**config.mk**
```make
export PLATFORM = sky130hd
export DESIGN_NAME = scd_clock_ctrl
export DESIGN_NICKNAME = d
export VERILOG_FILES = /design/src/scd_clock_ctrl.v /design/src/scd_spi_port.v
export VERILOG_INCLUDE_DIRS = /design/src
export SDC_FILE = /design/constraint.sdc
export NUM_CORES = 1
export LEC_CHECK = 0
export ABC_AREA = 1
export BUFFER_PORTS_ARGS = -buffer_cell sky130_fd_sc_hd__buf_2
export CAP_MARGIN = 30
export CORE_MARGIN = 2
export CORE_UTILIZATION = 43
export CTS_CLUSTER_DIAMETER = 50
export DETAILED_ROUTE_END_ITERATION = 16
export HOLD_SLACK_MARGIN = 0.15
export PLACE_DENSITY_LB_ADDON = 0.05
export SYNTH_ARGS = -nofsm -noshare
export SYNTH_HDL_FRONTEND = slang
export SYNTH_SLANG_ARGS = --single-unit
```
**constraint.sdc**
```tcl
create_clock -name sys_clk -period 22.6 [get_ports sys_clk]
set_input_delay 4.52 -clock sys_clk [delete_from_list [all_inputs] [get_ports sys_clk]]
set_output_delay 4.52 -clock sys_clk [all_outputs]
set_load 0.01 [all_outputs]
```
**src/scd_regs.vh**
```
`ifndef SCD_REGS_VH
`define SCD_REGS_VH

// Register offsets on the serial control port
`define SCD_ADDR_CHAN_SEL 15'h0008
`define SCD_ADDR_PWR_A 15'h003F
`define SCD_ADDR_PWR_B 15'h0040
`define SCD_ADDR_DIV_RATIO 15'h0108
`define SCD_ADDR_HALF_DELAY 15'h0109
`define SCD_ADDR_REF_SYNC 15'h010A
`define SCD_ADDR_DELAY_SEL 15'h0110
`define SCD_ADDR_SUPERFINE 15'h0111
`define SCD_ADDR_FINE 15'h0112
`define SCD_ADDR_DUTY_A 15'h011C
`define SCD_ADDR_DUTY_B 15'h011E
`define SCD_ADDR_STANDBY_OUT 15'h0571
`define SCD_ADDR_REF_EXPORT 15'h18A6
`define SCD_ADDR_CM_EXPORT 15'h18E3
`define SCD_ADDR_DIODE_EXPORT 15'h18E6

// Reset values
`define SCD_RST_CHAN_SEL 8'h03
`define SCD_RST_ZERO 8'h00
`define SCD_RST_DUTY 8'h01

// Divider ratio codes, low two bits of the ratio register
`define SCD_DIV_BY1 2'h0
`define SCD_DIV_BY2 2'h1
`define SCD_DIV_BY4 2'h3

// Field positions
`define SCD_REF_SYNC_EN_BIT 0
`define SCD_REF_SYNC_STATE_LSB 1
`define SCD_SWPD_BIT 0
`define SCD_DUTY_EN_BIT 0
`define SCD_KCHAR_BIT 7
`define SCD_REF_EXT_BIT 0
`define SCD_CM_EXPORT_BIT 6

// Delay select codes
`define SCD_DLY_OFF 3'h0
`define SCD_DLY_FINE16 3'h1
`define SCD_DLY_SUPER_A 3'h2
`define SCD_DLY_SUPER_B 3'h6
`define SCD_FINE_MAX 8'hBF
`define SCD_SUPER_MAX 8'h80

// Pin function codes and diode codes
`define SCD_PIN_POWER_OFF 2'h0
`define SCD_PIN_STANDBY 2'h1
`define SCD_DIODE_SMALL 8'h01
`define SCD_DIODE_LARGE 8'h02

// Datapath reset pulse: time in ns and cycles at 8 ns
`define SCD_DP_RST_NS 32
`define SCD_CLK_NS 8
`define SCD_DP_RST_CYC ((`SCD_DP_RST_NS + `SCD_CLK_NS - 1) / `SCD_CLK_NS)

`endif

```
**src/scd_clock_ctrl.v**
```verilog
`timescale 1ns/1ns
`include "scd_regs.vh"

// Overview of operation
// [RL1] Sample clock divides by one, two or four per the ratio register.
// [RL2] Host writes the divider ratio before applying a multiple-rate clock.
// [RL3] Valid system reference pulse loads the divider with a programmed state.
// [RL4] Per-channel half input period delay, leaving the serial link untouched.
// [RL5] Three-bit select picks fine or fine plus superfine; superfine on 0x2/0x6.
// [RL6] Fine delay offers a 16-step or a 192-step range.
// [RL7] Per-channel eight-bit fine value sets one of 192 steps.
// [RL8] Per-channel eight-bit superfine value gives up to 128 small increments.
// [RL9] Delay changes act at once on the write, no commit step.
// [RL10] Turning fine delay on resets the sample datapath.
// [RL11] Fine and superfine value writes never disturb the serial link.
// [RL12] Host keeps digital delay settings equal to the analog ones.
// [RL13] Two duty stabiliser stages enabled after reset, each with its register.
// [RL14] Power control pin is active high; default function is power-down.
// [RL15] Power-down also set by registers and stops the serial link.
// [RL16] Standby keeps link running, sends zero samples or K characters.
// [RL17] Diode export 0x01 routes small diode, 0x02 the large one.
// [RL18] Host selects both channels and clears other exports before diode export.
// [RL19] Divider load state comes from a held, host-written field.
module scd_clock_ctrl (
    input wire sys_clk,
    input wire rst,
    input wire spiClk,
    input wire spiCsN,
    input wire sdioIn,
    input wire system_reference_input,
    input wire power_control_pin,
    output wire sdioOut,
    output wire sdioOe,
    output reg [1:0] sampleTick,
    output reg [7:0] fineStepA,
    output reg [7:0] fineStepB,
    output reg [7:0] superStepA,
    output reg [7:0] superStepB,
    output reg datapathReset,
    output reg duty_stabiliser_stage_one,
    output reg duty_stabiliser_stage_two,
    output reg powerDown,
    output reg standby,
    output reg linkEnable,
    output reg sampleZero,
    output reg sendKChars,
    output reg diodeSmallExport,
    output reg diodeLargeExport,
    output reg refExternalEn,
    output reg common_mode_voltage_export
);
    wire [14:0] regAddr;
    wire [7:0] wrData;
    wire wrStb;
    reg [7:0] rdData;

    reg [7:0] channelSelect;
    reg [7:0] powerControlA;
    reg [7:0] powerControlB;
    reg [7:0] dividerRatio;
    reg [7:0] halfPeriodDelay;
    reg [7:0] refSyncCtrl;
    reg [7:0] delaySel [0:1];
    reg [7:0] superVal [0:1];
    reg [7:0] fineVal [0:1];
    reg [7:0] dutyCtrlA;
    reg [7:0] dutyCtrlB;
    reg [7:0] standbyOutSel;
    reg [7:0] refExportCtrl;
    reg [7:0] cmExportCtrl;
    reg [7:0] diodeExportSel;

    reg [2:0] refSync;
    reg [2:0] pinSync;
    reg refLvl;
    reg pinLvl;
    reg [1:0] divCnt;
    reg tickRaw;
    reg tickLate;
    reg [3:0] dpRstCnt;
    integer ch;
    wire rdIdx;
    wire refRise;
    wire [1:0] divTop;
    wire [31:0] dpRstLoad;
    wire pdNow;
    wire sbNow;

    scd_spi_port uSpi (
        .sys_clk(sys_clk),
        .rst(rst),
        .spiClk(spiClk),
        .spiCsN(spiCsN),
        .sdioIn(sdioIn),
        .rdData(rdData),
        .regAddr(regAddr),
        .wrData(wrData),
        .wrStb(wrStb),
        .sdioOut(sdioOut),
        .sdioOe(sdioOe)
    );

    // Terminal count of the divider for a ratio code
    function [1:0] div_top;
        input [1:0] code;
        begin
            if (code == `SCD_DIV_BY4)
                div_top = 2'h3;
            else if (code == `SCD_DIV_BY2)
                div_top = 2'h1;
            else
                div_top = 2'h0;
        end
    endfunction

    // Fine step from select and value: 16-step or 192-step range
    function [7:0] fine_step;
        input [2:0] sel;
        input [7:0] val;
        begin
            if (sel == `SCD_DLY_OFF)
                fine_step = 8'h00;
            else if (sel == `SCD_DLY_FINE16)
                fine_step = {4'h0, val[3:0]};
            else if (val > `SCD_FINE_MAX)
                fine_step = `SCD_FINE_MAX;
            else
                fine_step = val;
        end
    endfunction

    // Superfine step, active only for the two superfine select codes
    function [7:0] super_step;
        input [2:0] sel;
        input [7:0] val;
        begin
            if (sel != `SCD_DLY_SUPER_A && sel != `SCD_DLY_SUPER_B)
                super_step = 8'h00;
            else if (val > `SCD_SUPER_MAX)
                super_step = `SCD_SUPER_MAX;
            else
                super_step = val;
        end
    endfunction

    // Per-channel reads show channel A whenever A is selected, otherwise channel B
    assign rdIdx = ~channelSelect[0];
    assign divTop = div_top(dividerRatio[1:0]);
    assign refRise = (refSync[1] == refSync[2]) & refSync[2] & ~refLvl;

    // Power state shared by all power outputs so they change together
    assign pdNow = (pinLvl && powerControlB[1:0] == `SCD_PIN_POWER_OFF) ||
        powerControlA[`SCD_SWPD_BIT];
    assign sbNow = pinLvl && powerControlB[1:0] == `SCD_PIN_STANDBY &&
        !powerControlA[`SCD_SWPD_BIT];
    assign dpRstLoad = `SCD_DP_RST_CYC;

    // Read-back mux
    always @* begin
        rdData = 8'h00;
        if (regAddr == `SCD_ADDR_CHAN_SEL)
            rdData = channelSelect;
        else if (regAddr == `SCD_ADDR_PWR_A)
            rdData = powerControlA;
        else if (regAddr == `SCD_ADDR_PWR_B)
            rdData = powerControlB;
        else if (regAddr == `SCD_ADDR_DIV_RATIO)
            rdData = dividerRatio;
        else if (regAddr == `SCD_ADDR_HALF_DELAY)
            rdData = halfPeriodDelay;
        else if (regAddr == `SCD_ADDR_REF_SYNC)
            rdData = refSyncCtrl;
        else if (regAddr == `SCD_ADDR_DELAY_SEL)
            rdData = delaySel[rdIdx];
        else if (regAddr == `SCD_ADDR_SUPERFINE)
            rdData = superVal[rdIdx];
        else if (regAddr == `SCD_ADDR_FINE)
            rdData = fineVal[rdIdx];
        else if (regAddr == `SCD_ADDR_DUTY_A)
            rdData = dutyCtrlA;
        else if (regAddr == `SCD_ADDR_DUTY_B)
            rdData = dutyCtrlB;
        else if (regAddr == `SCD_ADDR_STANDBY_OUT)
            rdData = standbyOutSel;
        else if (regAddr == `SCD_ADDR_REF_EXPORT)
            rdData = refExportCtrl;
        else if (regAddr == `SCD_ADDR_CM_EXPORT)
            rdData = cmExportCtrl;
        else if (regAddr == `SCD_ADDR_DIODE_EXPORT)
            rdData = diodeExportSel;
    end

    // Register writes; per-channel registers go to every selected channel
    always @(posedge sys_clk or posedge rst) begin
        if (rst) begin
            channelSelect <= `SCD_RST_CHAN_SEL;
            powerControlA <= `SCD_RST_ZERO;
            powerControlB <= `SCD_RST_ZERO;
            dividerRatio <= `SCD_RST_ZERO;
            halfPeriodDelay <= `SCD_RST_ZERO;
            refSyncCtrl <= `SCD_RST_ZERO;
            // [RL13] stabiliser on after reset
            dutyCtrlA <= `SCD_RST_DUTY;
            dutyCtrlB <= `SCD_RST_DUTY;
            standbyOutSel <= `SCD_RST_ZERO;
            refExportCtrl <= `SCD_RST_ZERO;
            cmExportCtrl <= `SCD_RST_ZERO;
            diodeExportSel <= `SCD_RST_ZERO;
            for (ch = 0; ch < 2; ch = ch + 1) begin
                delaySel[ch] <= `SCD_RST_ZERO;
                superVal[ch] <= `SCD_RST_ZERO;
                fineVal[ch] <= `SCD_RST_ZERO;
            end
        end else if (wrStb) begin
            if (regAddr == `SCD_ADDR_CHAN_SEL)
                channelSelect <= wrData;
            else if (regAddr == `SCD_ADDR_PWR_A)
                powerControlA <= wrData;
            else if (regAddr == `SCD_ADDR_PWR_B)
                powerControlB <= wrData;
            else if (regAddr == `SCD_ADDR_DIV_RATIO)
                dividerRatio <= wrData;
            else if (regAddr == `SCD_ADDR_HALF_DELAY)
                halfPeriodDelay <= wrData;
            // [RL19] held load state
            else if (regAddr == `SCD_ADDR_REF_SYNC)
                refSyncCtrl <= wrData;
            else if (regAddr == `SCD_ADDR_DUTY_A)
                dutyCtrlA <= wrData;
            else if (regAddr == `SCD_ADDR_DUTY_B)
                dutyCtrlB <= wrData;
            else if (regAddr == `SCD_ADDR_STANDBY_OUT)
                standbyOutSel <= wrData;
            else if (regAddr == `SCD_ADDR_REF_EXPORT)
                refExportCtrl <= wrData;
            else if (regAddr == `SCD_ADDR_CM_EXPORT)
                cmExportCtrl <= wrData;
            else if (regAddr == `SCD_ADDR_DIODE_EXPORT)
                diodeExportSel <= wrData;
            for (ch = 0; ch < 2; ch = ch + 1) begin
                if (channelSelect[ch]) begin
                    if (regAddr == `SCD_ADDR_DELAY_SEL)
                        delaySel[ch] <= wrData;
                    else if (regAddr == `SCD_ADDR_SUPERFINE)
                        superVal[ch] <= wrData;
                    else if (regAddr == `SCD_ADDR_FINE)
                        fineVal[ch] <= wrData;
                end
            end
        end
    end

    // Pin synchronisers with stage two/three agreement
    always @(posedge sys_clk or posedge rst) begin
        if (rst) begin
            refSync <= 3'h0;
            pinSync <= 3'h0;
            refLvl <= 1'b0;
            pinLvl <= 1'b0;
        end else begin
            refSync <= {refSync[1:0], system_reference_input};
            pinSync <= {pinSync[1:0], power_control_pin};
            if (refSync[1] == refSync[2])
                refLvl <= refSync[2];
            if (pinSync[1] == pinSync[2])
                pinLvl <= pinSync[2];
        end
    end

    // Sample divider, resynchronised by the reference pulse
    always @(posedge sys_clk or posedge rst) begin
        if (rst) begin
            divCnt <= 2'h0;
            tickRaw <= 1'b0;
            tickLate <= 1'b0;
            sampleTick <= 2'h0;
        end else begin
            // [RL3] reference pulse loads divider
            if (refRise && refSyncCtrl[`SCD_REF_SYNC_EN_BIT])
                divCnt <= refSyncCtrl[`SCD_REF_SYNC_STATE_LSB +: 2] & divTop;
            // [RL1] divide by 1, 2 or 4
            else if (divCnt >= divTop)
                divCnt <= 2'h0;
            else
                divCnt <= divCnt + 2'h1;
            tickRaw <= (divCnt >= divTop);
            tickLate <= tickRaw;
            // [RL4] half period delay per channel
            sampleTick[0] <= halfPeriodDelay[0] ? tickLate : tickRaw;
            sampleTick[1] <= halfPeriodDelay[1] ? tickLate : tickRaw;
        end
    end

    // Delay outputs follow the registers directly
    always @(posedge sys_clk or posedge rst) begin
        if (rst) begin
            fineStepA <= 8'h00;
            fineStepB <= 8'h00;
            superStepA <= 8'h00;
            superStepB <= 8'h00;
        end else begin
            // [RL9] no commit step
            // [RL6] [RL7] fine range
            fineStepA <= fine_step(delaySel[0][2:0], fineVal[0]);
            fineStepB <= fine_step(delaySel[1][2:0], fineVal[1]);
            // [RL5] [RL8] superfine gating
            superStepA <= super_step(delaySel[0][2:0], superVal[0]);
            superStepB <= super_step(delaySel[1][2:0], superVal[1]);
        end
    end

    // Datapath reset pulse when fine delay turns on
    always @(posedge sys_clk or posedge rst) begin
        if (rst) begin
            dpRstCnt <= 4'h0;
            datapathReset <= 1'b0;
        end else begin
            // [RL10] enabling fine delay resets datapath
            if (wrStb && regAddr == `SCD_ADDR_DELAY_SEL && wrData[2:0] != `SCD_DLY_OFF &&
                ((channelSelect[0] && delaySel[0][2:0] == `SCD_DLY_OFF) ||
                 (channelSelect[1] && delaySel[1][2:0] == `SCD_DLY_OFF)))
                dpRstCnt <= dpRstLoad[3:0];
            else if (dpRstCnt != 4'h0)
                dpRstCnt <= dpRstCnt - 4'h1;
            // [RL11] value writes leave link alone
            datapathReset <= (dpRstCnt != 4'h0);
        end
    end

    // Power, standby, stabiliser and export controls
    always @(posedge sys_clk or posedge rst) begin
        if (rst) begin
            powerDown <= 1'b0;
            standby <= 1'b0;
            linkEnable <= 1'b0;
            sampleZero <= 1'b0;
            sendKChars <= 1'b0;
            duty_stabiliser_stage_one <= 1'b1;
            duty_stabiliser_stage_two <= 1'b1;
            diodeSmallExport <= 1'b0;
            diodeLargeExport <= 1'b0;
            refExternalEn <= 1'b0;
            common_mode_voltage_export <= 1'b0;
        end else begin
            // [RL14] [RL15] pin high or register bit powers down
            powerDown <= pdNow;
            standby <= sbNow;
            // [RL15] link stops in power-down
            linkEnable <= !pdNow;
            // [RL16] standby fill selection, same cycle as standby
            sampleZero <= sbNow && !standbyOutSel[`SCD_KCHAR_BIT];
            sendKChars <= sbNow && standbyOutSel[`SCD_KCHAR_BIT];
            // [RL13] stabiliser stage enables
            duty_stabiliser_stage_one <= dutyCtrlA[`SCD_DUTY_EN_BIT];
            duty_stabiliser_stage_two <= dutyCtrlB[`SCD_DUTY_EN_BIT];
            // [RL17] diode routing
            diodeSmallExport <= (diodeExportSel == `SCD_DIODE_SMALL);
            diodeLargeExport <= (diodeExportSel == `SCD_DIODE_LARGE);
            refExternalEn <= refExportCtrl[`SCD_REF_EXT_BIT];
            common_mode_voltage_export <= cmExportCtrl[`SCD_CM_EXPORT_BIT];
        end
    end
endmodule // scd_clock_ctrl

```
**src/scd_spi_port.v**
```verilog
`timescale 1ns/1ns
`include "scd_regs.vh"

module scd_spi_port (
    input wire sys_clk,
    input wire rst,
    input wire spiClk,
    input wire spiCsN,
    input wire sdioIn,
    input wire [7:0] rdData,
    output reg [14:0] regAddr,
    output reg [7:0] wrData,
    output reg wrStb,
    output reg sdioOut,
    output reg sdioOe
);
    reg [2:0] clkSync;
    reg [2:0] csSync;
    reg [2:0] dinSync;
    reg clkLvl;
    reg csLvl;
    reg dinLvl;
    reg [4:0] bitCnt;
    reg [15:0] shiftIn;
    reg [7:0] txShift;
    reg isRead;
    reg loadPend;
    wire clkAgree;
    wire clkRise;
    wire clkFall;

    // Edges count once stages two and three agree
    assign clkAgree = (clkSync[1] == clkSync[2]);
    assign clkRise = clkAgree & clkSync[2] & ~clkLvl;
    assign clkFall = clkAgree & ~clkSync[2] & clkLvl;

    // Three-stage pin synchronisers with agreement filter
    always @(posedge sys_clk or posedge rst) begin
        if (rst) begin
            clkSync <= 3'h0;
            csSync <= 3'h7;
            dinSync <= 3'h0;
            clkLvl <= 1'b0;
            csLvl <= 1'b1;
            dinLvl <= 1'b0;
        end else begin
            clkSync <= {clkSync[1:0], spiClk};
            csSync <= {csSync[1:0], spiCsN};
            dinSync <= {dinSync[1:0], sdioIn};
            if (clkAgree)
                clkLvl <= clkSync[2];
            if (csSync[1] == csSync[2])
                csLvl <= csSync[2];
            if (dinSync[1] == dinSync[2])
                dinLvl <= dinSync[2];
        end
    end

    // 16-bit instruction then 8 data bits, MSB first
    always @(posedge sys_clk or posedge rst) begin
        if (rst) begin
            bitCnt <= 5'h00;
            shiftIn <= 16'h0000;
            txShift <= 8'h00;
            isRead <= 1'b0;
            loadPend <= 1'b0;
            regAddr <= 15'h0000;
            wrData <= 8'h00;
            wrStb <= 1'b0;
            sdioOut <= 1'b0;
            sdioOe <= 1'b0;
        end else begin
            wrStb <= 1'b0;
            loadPend <= 1'b0;
            if (loadPend)
                txShift <= rdData;
            if (csLvl) begin
                bitCnt <= 5'h00;
                sdioOe <= 1'b0;
            end else begin
                if (clkRise && bitCnt < 5'h18) begin
                    shiftIn <= {shiftIn[14:0], dinLvl};
                    bitCnt <= bitCnt + 5'h01;
                    if (bitCnt == 5'h0F) begin
                        regAddr <= {shiftIn[13:0], dinLvl};
                        isRead <= shiftIn[14];
                        loadPend <= shiftIn[14];
                    end
                    if (bitCnt == 5'h17 && !isRead) begin
                        wrData <= {shiftIn[6:0], dinLvl};
                        wrStb <= 1'b1;
                    end
                end
                // Read data leaves on falling edges
                if (clkFall && isRead && bitCnt >= 5'h10 && bitCnt <= 5'h17) begin
                    sdioOut <= txShift[7];
                    txShift <= {txShift[6:0], 1'b0};
                    sdioOe <= 1'b1;
                end
            end
        end
    end
endmodule // scd_spi_port

```
; Yosys cells after proc, flatten, opt, wreduce, memory -nomap -nowiden
; Cells that the tools add are included.
[op_classes]
n_addsub = 3
mux = 55
bitwise_logic = 26
n_eq_ne = 33
magnitude_cmp = 9
n_reduce_logical = 54
[ops]
columns = op, count
row1 = 2-to-1 mux 8 bit, 37
row2 = "equality test 15 x 9 -> 1 bit, second input constant", 8
row3 = "equality test 15 x 13 -> 1 bit, second input constant", 3
row4 = "greater-than comparator 8 bit, second input constant", 4
row5 = logical AND 1 bit, 18
row6 = inverter 1 bit, 18
row7 = "equality test 15 x 11 -> 1 bit, second input constant", 1
row8 = "equality test 15 x 4 -> 1 bit, second input constant", 1
row9 = "equality test 15 x 6 -> 1 bit, second input constant", 1
row10 = "equality test 15 x 7 -> 1 bit, second input constant", 1
row11 = AND reduction 3 bit, 5
row12 = AND reduction 5 bit, 3
row13 = AND reduction 13 bit, 1
row14 = AND reduction 12 bit, 1
row15 = AND reduction 4 bit, 3
row16 = 2-to-1 mux 1 bit, 11
row17 = AND reduction 11 bit, 1
row18 = 2-to-1 mux 5 bit, 2
row19 = AND reduction 10 bit, 1
row20 = AND reduction 9 bit, 1
row21 = "equality test 8 x 1 -> 1 bit, second input constant", 1
row22 = "equality test 8 x 2 -> 1 bit, second input constant", 1
row23 = 2-to-1 mux 4 bit, 2
row24 = AND reduction 8 bit, 1
row25 = 30 further kinds, 54
[word_totals]
input_bits = 7
ff_bits = 274
elab_cells = 239
output_inout_bits = 48

; Logic depth before layout (Yosys ltp)
; Gate-level depths: netlist (run 1).
[logic_depth]
ltp_word = 19
mapped_depth = 19
depth_no_buf = 19

; By module
; From an unflattened synthesis (run 1), not the netlist that was laid out.
[unflattened]
cells_unflattened = 1497
hier_area_um2 = 12534.5
[modules_own_cells]
columns = module, cells_per_inst, seq_area_each_um2, area_each_um2, instances
row1 = scd_clock_ctrl, 1198, 5162.5, 9744.3, 1
row2 = scd_spi_port, 299, 1706.6, 2790.2, 1

; Least setup slack after synthesis (run 1)
; No wires, ideal clock.
[synth_path]
path_kind = reg-to-output
startpoint = register duty_stabiliser_stage_one
endpoint = output port duty_stabiliser_stage_one
setup_slack_ns = 17.560
t_arrival_ns = 0.520
stages_incl_launch_ff = 1
path_buffers = 0
t_required_ns = 18.080
path_cell_list = dfstp_2
[synth_lines]
columns = item, line_no
row1 = from (decl), scd_clock_ctrl.v:40  ; output reg duty_stabiliser_stage_one,
row2 = from (signal assigned), scd_clock_ctrl.v:354  ; duty_stabiliser_stage_one <= dutyCtrlA[`SCD_DUTY_EN_BIT];
; No word-level cell between the ends.

; Worst setup path after layout (run 1)
[layout_path]
startpoint = register duty_stabiliser_stage_two
endpoint = output port duty_stabiliser_stage_two
[layout_lines]
columns = item, line_no
row1 = from (decl), scd_clock_ctrl.v:41  ; output reg duty_stabiliser_stage_two,
row2 = from (signal assigned), scd_clock_ctrl.v:355  ; duty_stabiliser_stage_two <= dutyCtrlB[`SCD_DUTY_EN_BIT];
; No word-level cell between the ends.

==> results.yml, run 1 <==
status:
  run_status: "finished clean"
detailed_routing:
  drt_first_pass_iters: 5
  number_of_nets_still_failing_antenna_checks_after_routing: 0
  vias: 9037
  wl_per_cell_um: 16.6
  vias_per_cell: 4.90
  drt_drc_violations_left: 0
  drt_first_iter_violations: 827
  postRouteWirelength_mm: 30.7
timing:
  final.setup_skew_ps: 27.7
  slew_violations: 0
  worst_slew_pin_slew_ps: 1000
  final_hold_viol_count: 0
  fmax_ghz: 0.177
  setup_tns_ps: 0
  fin_crit_ps: 5650
  rsz0062_at_grt: "false"
  finalCritPeriodShare: 0.250
  slew_headroom: 0.330
  setup_viol_count_final: 0
clocking:
  postCtsResizedCells: 0
  quantity_of_hold_fixing_buffers_added_after_cts: 0
  cts_buffers: 35
  tritoncts: "built"
  clock_tree.htree_level_count: 2
  insertion_delay_ps: 520
  post-cts-setup-buffer-count: 0
  clock-sinks: 274
  clk_root_buffer_cell: "sky130_fd_sc_hd__clkbuf_16"
  clk_path_buf_depth: 3
  cts.clk_slew.worst_paths_ps: 60
worst_hold_path:
  min_path_cells: 0
  min-delay-path-class: "register to register"
global_route:
  global_route.overflow_total: 0
  number_of_antenna_violations_at_the_first_check_in_global_routing: 0
  grt_first_pass_wirelength_mm: 49.3
  grt_start_max_net_pins: 126
  globalRouteTotalUtil: 0.218
  grt_pass1_vias: 8750
power_and_ir_drop:
  cell_internal_pwr_uw: 852
  power.share.clock: 0.518
  power.share.sequential: 0.463
  peak_supply_drop_mv: 0.0454
  swShare: 0.217
  power.density_nw_per_um2: 78.6
  power_leakage_uw: 0.00656
  total_power_uw: 1090
  switchingPower_uw: 236
  combinational_cell_fraction_of_total_power: 0.019
setup_path:
  critical-path-top-delay-family: "flip-flops"
  cp_num_cells: 1
  worst-setup-path-type: "register to primary output"
  start_kind: "register"
  cp_data_arrival_time_ps: 1130
  critical_path.n_buffers_inverters: 1
  slowest_delay_ps: 510
  worst_path_required_time_ps: 18080
  crit_path_max_fanout: 1
  critical_path.cell_chain: "buf_2"
  cpMaxStageDelayCell: "sky130_fd_sc_hd__dfstp_2"
  worst_reg_to_reg_cells: 11
  critPathCaptureType: "primary output"
placement:
  numPlacedInstances: 1782
  finalWeightedCongestion: 0.807
  dpl.hpwl_mm: 20.4
  place_area_um2: 12600
  portBuffers: 54
synth:
  synth_cells: 1391
  ys_seq_elements: 274
  netlist_area_um2: 12000
  synth_cell_types: 46
  yosys_warnings: 0
  avgSynthCellArea_um2: 8.63
  synth_nets: 1407
  yosysSeqAreaShare: 0.572
floorplan:
  starting_density: 0.434
  core_area_um2: 27600
  die_height_um: 171
  floorplan.die.width_um: 171
  die-area_um2: 29300
  rows: 61
  io-pin-count: 55
cells_and_area:
  layout.cells.most_common: "sky130_fd_sc_hd__nand2_1"
  post-route-util: 0.501
  nFillCells: 2683
  final_cells: 1845
  sequential_cell_area_um2: 6870
  final_area_um2: 13800
  area_of_the_multi_input_gates_um2: 4330
  area_growth_syn_to_layout_pct: 15.3
  post_route_cells_drive_above_1_share: 0.121
  finalNetCount: 1458
  most-common-layout-cells: "sky130_fd_sc_hd__nand2_1 (378), sky130_fd_sc_hd__dfrtp_1 (264), sky130_fd_sc_hd__o21ai_0 (170), sky130_fd_sc_hd__inv_1 (141), sky130_fd_sc_hd__nor2_1 (107)"
  antennaDiodeCount: 0
job:
  max_cap_violations: 0
cell families (layout without fill, tap and decap cells):
family / count (synthesis) / in the layout / synth area share
adders and majority gates: 12 / 12 / 0.0119
xor gates and xnor gates: 4 / 4 / 0.00292
and+or+nand+nor: 597 / 597 / 0.215
AOI/OAI and AO/OA: 298 / 298 / 0.131
muxes: 1 / 1 / 0.000938
buffers and inverters: 205 / 281 / 0.0666
DFF: 274 / 274 / 0.572
layer usage:
layer | vias to the layer above | global-route usage | part of all wire
li1 | 4589 | - | -
met4 | 0 | 0.0527 | 0.019
met3 | 45 | 0.0384 | 0.046
met1 | 4227 | 0.311 | 0.47
met2 | 176 | 0.349 | 0.46
met5 | - | 0 | 0
through the flow:
step                hold WS [ps]  worst slack, ps
global placement             332            16230
floorplan                    331            10540
global route                 352            16920
finish                       347            16950
CTS                          347            16790
detailed placement           335            16250
cell type report:
type,instances,area share
clock inverters,15,0.0129
well taps,378,0.0342
repair buffers,62,0.0273
multi-input cells,912,0.313
inverters,157,0.0433
clock buffers,47,0.0725
flip-flops and latches,274,0.496
path summary, 6_finish.rpt:
check,start,end,slack [ps]
hold / removal,refSync[0],refSync[1],350
setup reg to reg,channelSelect[0],uSpi.txShift[5],19780
setup / recovery,duty_stabiliser_stage_two,duty_stabiliser_stage_two,16950
hold reg to reg,refSync[0],refSync[1],350
min in group asynchronous,rst,superStepB[0],4170
max in group asynchronous,rst,channelSelect[1],17220
sequential cells by signal, summed over array words and instances (netlist names), 15 cells and up:
| signal | cells |
|---|---|
| superVal | 16 |
| uSpi.regAddr | 15 |
| uSpi.shiftIn | 15 |
| fineVal | 16 |
| delaySel | 16 |
power by group through the flow:
stage / logic [uW] / clock network (uW) / registers, uW
floorplan: 13.7 / 0 / 511
global placement: 19.4 / 0 / 512
detailed placement: 20.8 / 0 / 513
CTS: 20.9 / 574 / 504
global route: 24.4 / 594 / 504
finish: 20.3 / 563 / 504
cell usage after synthesis (all sizes together):
library cell,number,share of area
clkbuf,34,0.011
a211o,1,0.00073
a21oi,67,0.028
dfstp,10,0.022
dfrtp,264,0.55
inv,154,0.048
buf,14,0.0067
nor3,33,0.017
nor4b,1,0.00073
nand3b,1,0.00063
o21a,7,0.0044
nand3,36,0.017
xnor2,3,0.0022
a41oi,2,0.0015
a31oi,3,0.0016
xor2,1,0.00073
o21ai,204,0.085
mux2,1,0.00094
nand2,386,0.12
nor2,120,0.045
o22ai,4,0.0021
maj3,3,0.0025
ha,9,0.0094
nand4,12,0.0068
a221oi,8,0.0058
clkinv,3,0.00094
nor4,3,0.0016
o32ai,1,0.00073
or4,1,0.00063
o31ai,1,0.00063
or2,4,0.0021
No activity file was read; power rests on OpenSTA's default activity.
==> inputs of run 2 (changes only) <==
==> constraint.sdc (replaced) <==
create_clock -name sys_clk -period 5.7 [get_ports sys_clk]
set_input_delay 1.14 -clock sys_clk [delete_from_list [all_inputs] [get_ports sys_clk]]
set_output_delay 1.14 -clock sys_clk [all_outputs]
set_load 0.01 [all_outputs]
==> results.yml, run 2 (synthesis results as in run 1) <==
setup_path:
  setup.worst_path.start: "uSpi.clkSync[1]"
  worst_path_required_time_ps: 6090
  critPathCaptureType: "register"
  start_kind: "register"
  critical_path.reg2reg.startpoint: "uSpi.clkSync[1]"
  reg2reg_setup_slack_ps: 2740
  cp_data_arrival_time_ps: 3350
  crit_path_max_fanout: 34
  worst-setup-path-type: "register to register"
cells_and_area:
  finalNetCount: 1462
  final_area_um2: 13800
  post_route_cells_drive_above_1_share: 0.124
  nFillCells: 2646
  antennaDiodeCount: 0
  sequential_cell_area_um2: 6870
  area_of_the_multi_input_gates_um2: 4330
  most-common-layout-cells: "sky130_fd_sc_hd__nand2_1 (378), sky130_fd_sc_hd__dfrtp_1 (264), sky130_fd_sc_hd__o21ai_0 (170), sky130_fd_sc_hd__inv_1 (141), sky130_fd_sc_hd__nor2_1 (107)"
  layout.cells.most_common: "sky130_fd_sc_hd__nand2_1"
  area_growth_syn_to_layout_pct: 15.3
  layout_top_registers: "delaySel (16), fineVal (16), superVal (16)"
placement:
  place_area_um2: 12700
  portBuffers: 54
  place_worst_setup_slack_ps: 2760
  finalWeightedCongestion: 0.871
  dpl.hpwl_mm: 20.8
clocking:
  clk_path_buf_depth: 3
  clk_root_buffer_cell: "sky130_fd_sc_hd__clkbuf_16"
  post-cts-setup-buffer-count: 0
  clock_tree.htree_level_count: 2
  insertion_delay_ps: 500
  tritoncts: "built"
  clock-sinks: 274
  cts.clk_slew.worst_paths_ps: 50
  cts_buffers: 36
  quantity_of_hold_fixing_buffers_added_after_cts: 0
  postCtsResizedCells: 0
power_and_ir_drop:
  power.density_nw_per_um2: 309
  total_power_uw: 4280
  peak_supply_drop_mv: 0.200
  power_leakage_uw: 0.00658
global_route:
  grt.busiest_layer: "met2"
  met2_usage: 0.336
  grt_start_max_net_pins: 72
  number_of_antenna_violations_at_the_first_check_in_global_routing: 0
  grt_first_pass_wirelength_mm: 49.5
  grt_use_met3: 0.0405
  global_route.overflow_total: 0
  globalRouteTotalUtil: 0.220
  grt_pass1_vias: 8585
  use_met1: 0.317
floorplan:
  starting_density: 0.434
  floorplan.die.width_um: 171
  core_area_um2: 27600
  io-pin-count: 55
  rows: 61
  die_height_um: 171
  die-area_um2: 29300
detailed_routing:
  drt_drc_violations_left: 0
  drt_first_pass_iters: 5
  vias: 9086
  drt_first_iter_violations: 811
  number_of_nets_still_failing_antenna_checks_after_routing: 0
  vias_per_cell: 4.92
  postRouteWirelength_mm: 30.6
  wl_per_cell_um: 16.6
job:
  max_cap_violations: 0
timing:
  final.setup_skew_ps: 9.32
  pnr_worst_setup_slack_ps: 2740
  fin_crit_ps: 2960
  worst_slew_pin_slew_ps: 1020
  fmax_ghz: 0.338
  rsz0062_at_grt: "false"
  slew_headroom: 0.321
  whs_ps: 346
  setup_viol_count_final: 0
  slew_violations: 0
  setup_tns_ps: 0
  final_hold_viol_count: 0
  finalCritPeriodShare: 0.520
worst_hold_path:
  min-delay-path-class: "register to register"
  min_from: "pinSync[0]"
status:
  run_status: "finished clean"
-- run 2: changes by cell type in the layout (fill, tap and decap cells not counted), sizes merged --
cell	previous run	this run
clkbuf	47	48
clkinv	5	9
buf	62	65
bufinv	3	2
inv	157	156
clkinvlp	7	4
-- run 2: final timing paths --
path | end | depth (start not counted)
max in group asynchronous | uSpi.bitCnt[3] | 4
min reg2reg | pinSync[1] | 0
min in group asynchronous | superStepB[4] | 3
max | uSpi.isRead | 7
max reg2reg | uSpi.isRead | 7
min | pinSync[1] | 0
-- run 2: power by group --
| group | internal, uW | switching [uW] |
|---|---|---|
| Combinational | 18.6 | 63.0 |
| Clock | 1360 | 843 |
| Sequential | 1980 | 19.3 |
| Total | 3360 | 926 |
-- run 2: layout make-up --
type | count | share of cell area
inverter | 157 | 0.0430
multi-input combinational | 912 | 0.313
timing repair buffer | 65 | 0.0284
clock inverter | 14 | 0.0105
sequential | 274 | 0.496
tap | 378 | 0.0342
clock buffer | 48 | 0.0742
-- run 2: worst max-delay path: stages (launching register included) --
cell and delay, ps:
sky130_fd_sc_hd__dfrtp_1 370, sky130_fd_sc_hd__ha_1 150, sky130_fd_sc_hd__o21ai_0 70, sky130_fd_sc_hd__nor2_1 170, sky130_fd_sc_hd__inv_1 70, sky130_fd_sc_hd__nor2_2 770
sky130_fd_sc_hd__nand2_1 840, sky130_fd_sc_hd__o21ai_0 420
-- run 2: metrics by stage --
stage	utilization	cells
5_1_grt	0.501	1848
6_report	0.501	1848
3_5_place_dp	0.458	1786
3_3_place_gp	0.456	1783
4_1_cts	0.501	1848
2_1_floorplan	-	1391
-- run 2: routing by layer --
metal	wire length (um)	up-vias
met1	14800	4246
met3	1480	52
met5	0	-
met4	860	0
li1	-	4593
met2	13500	195
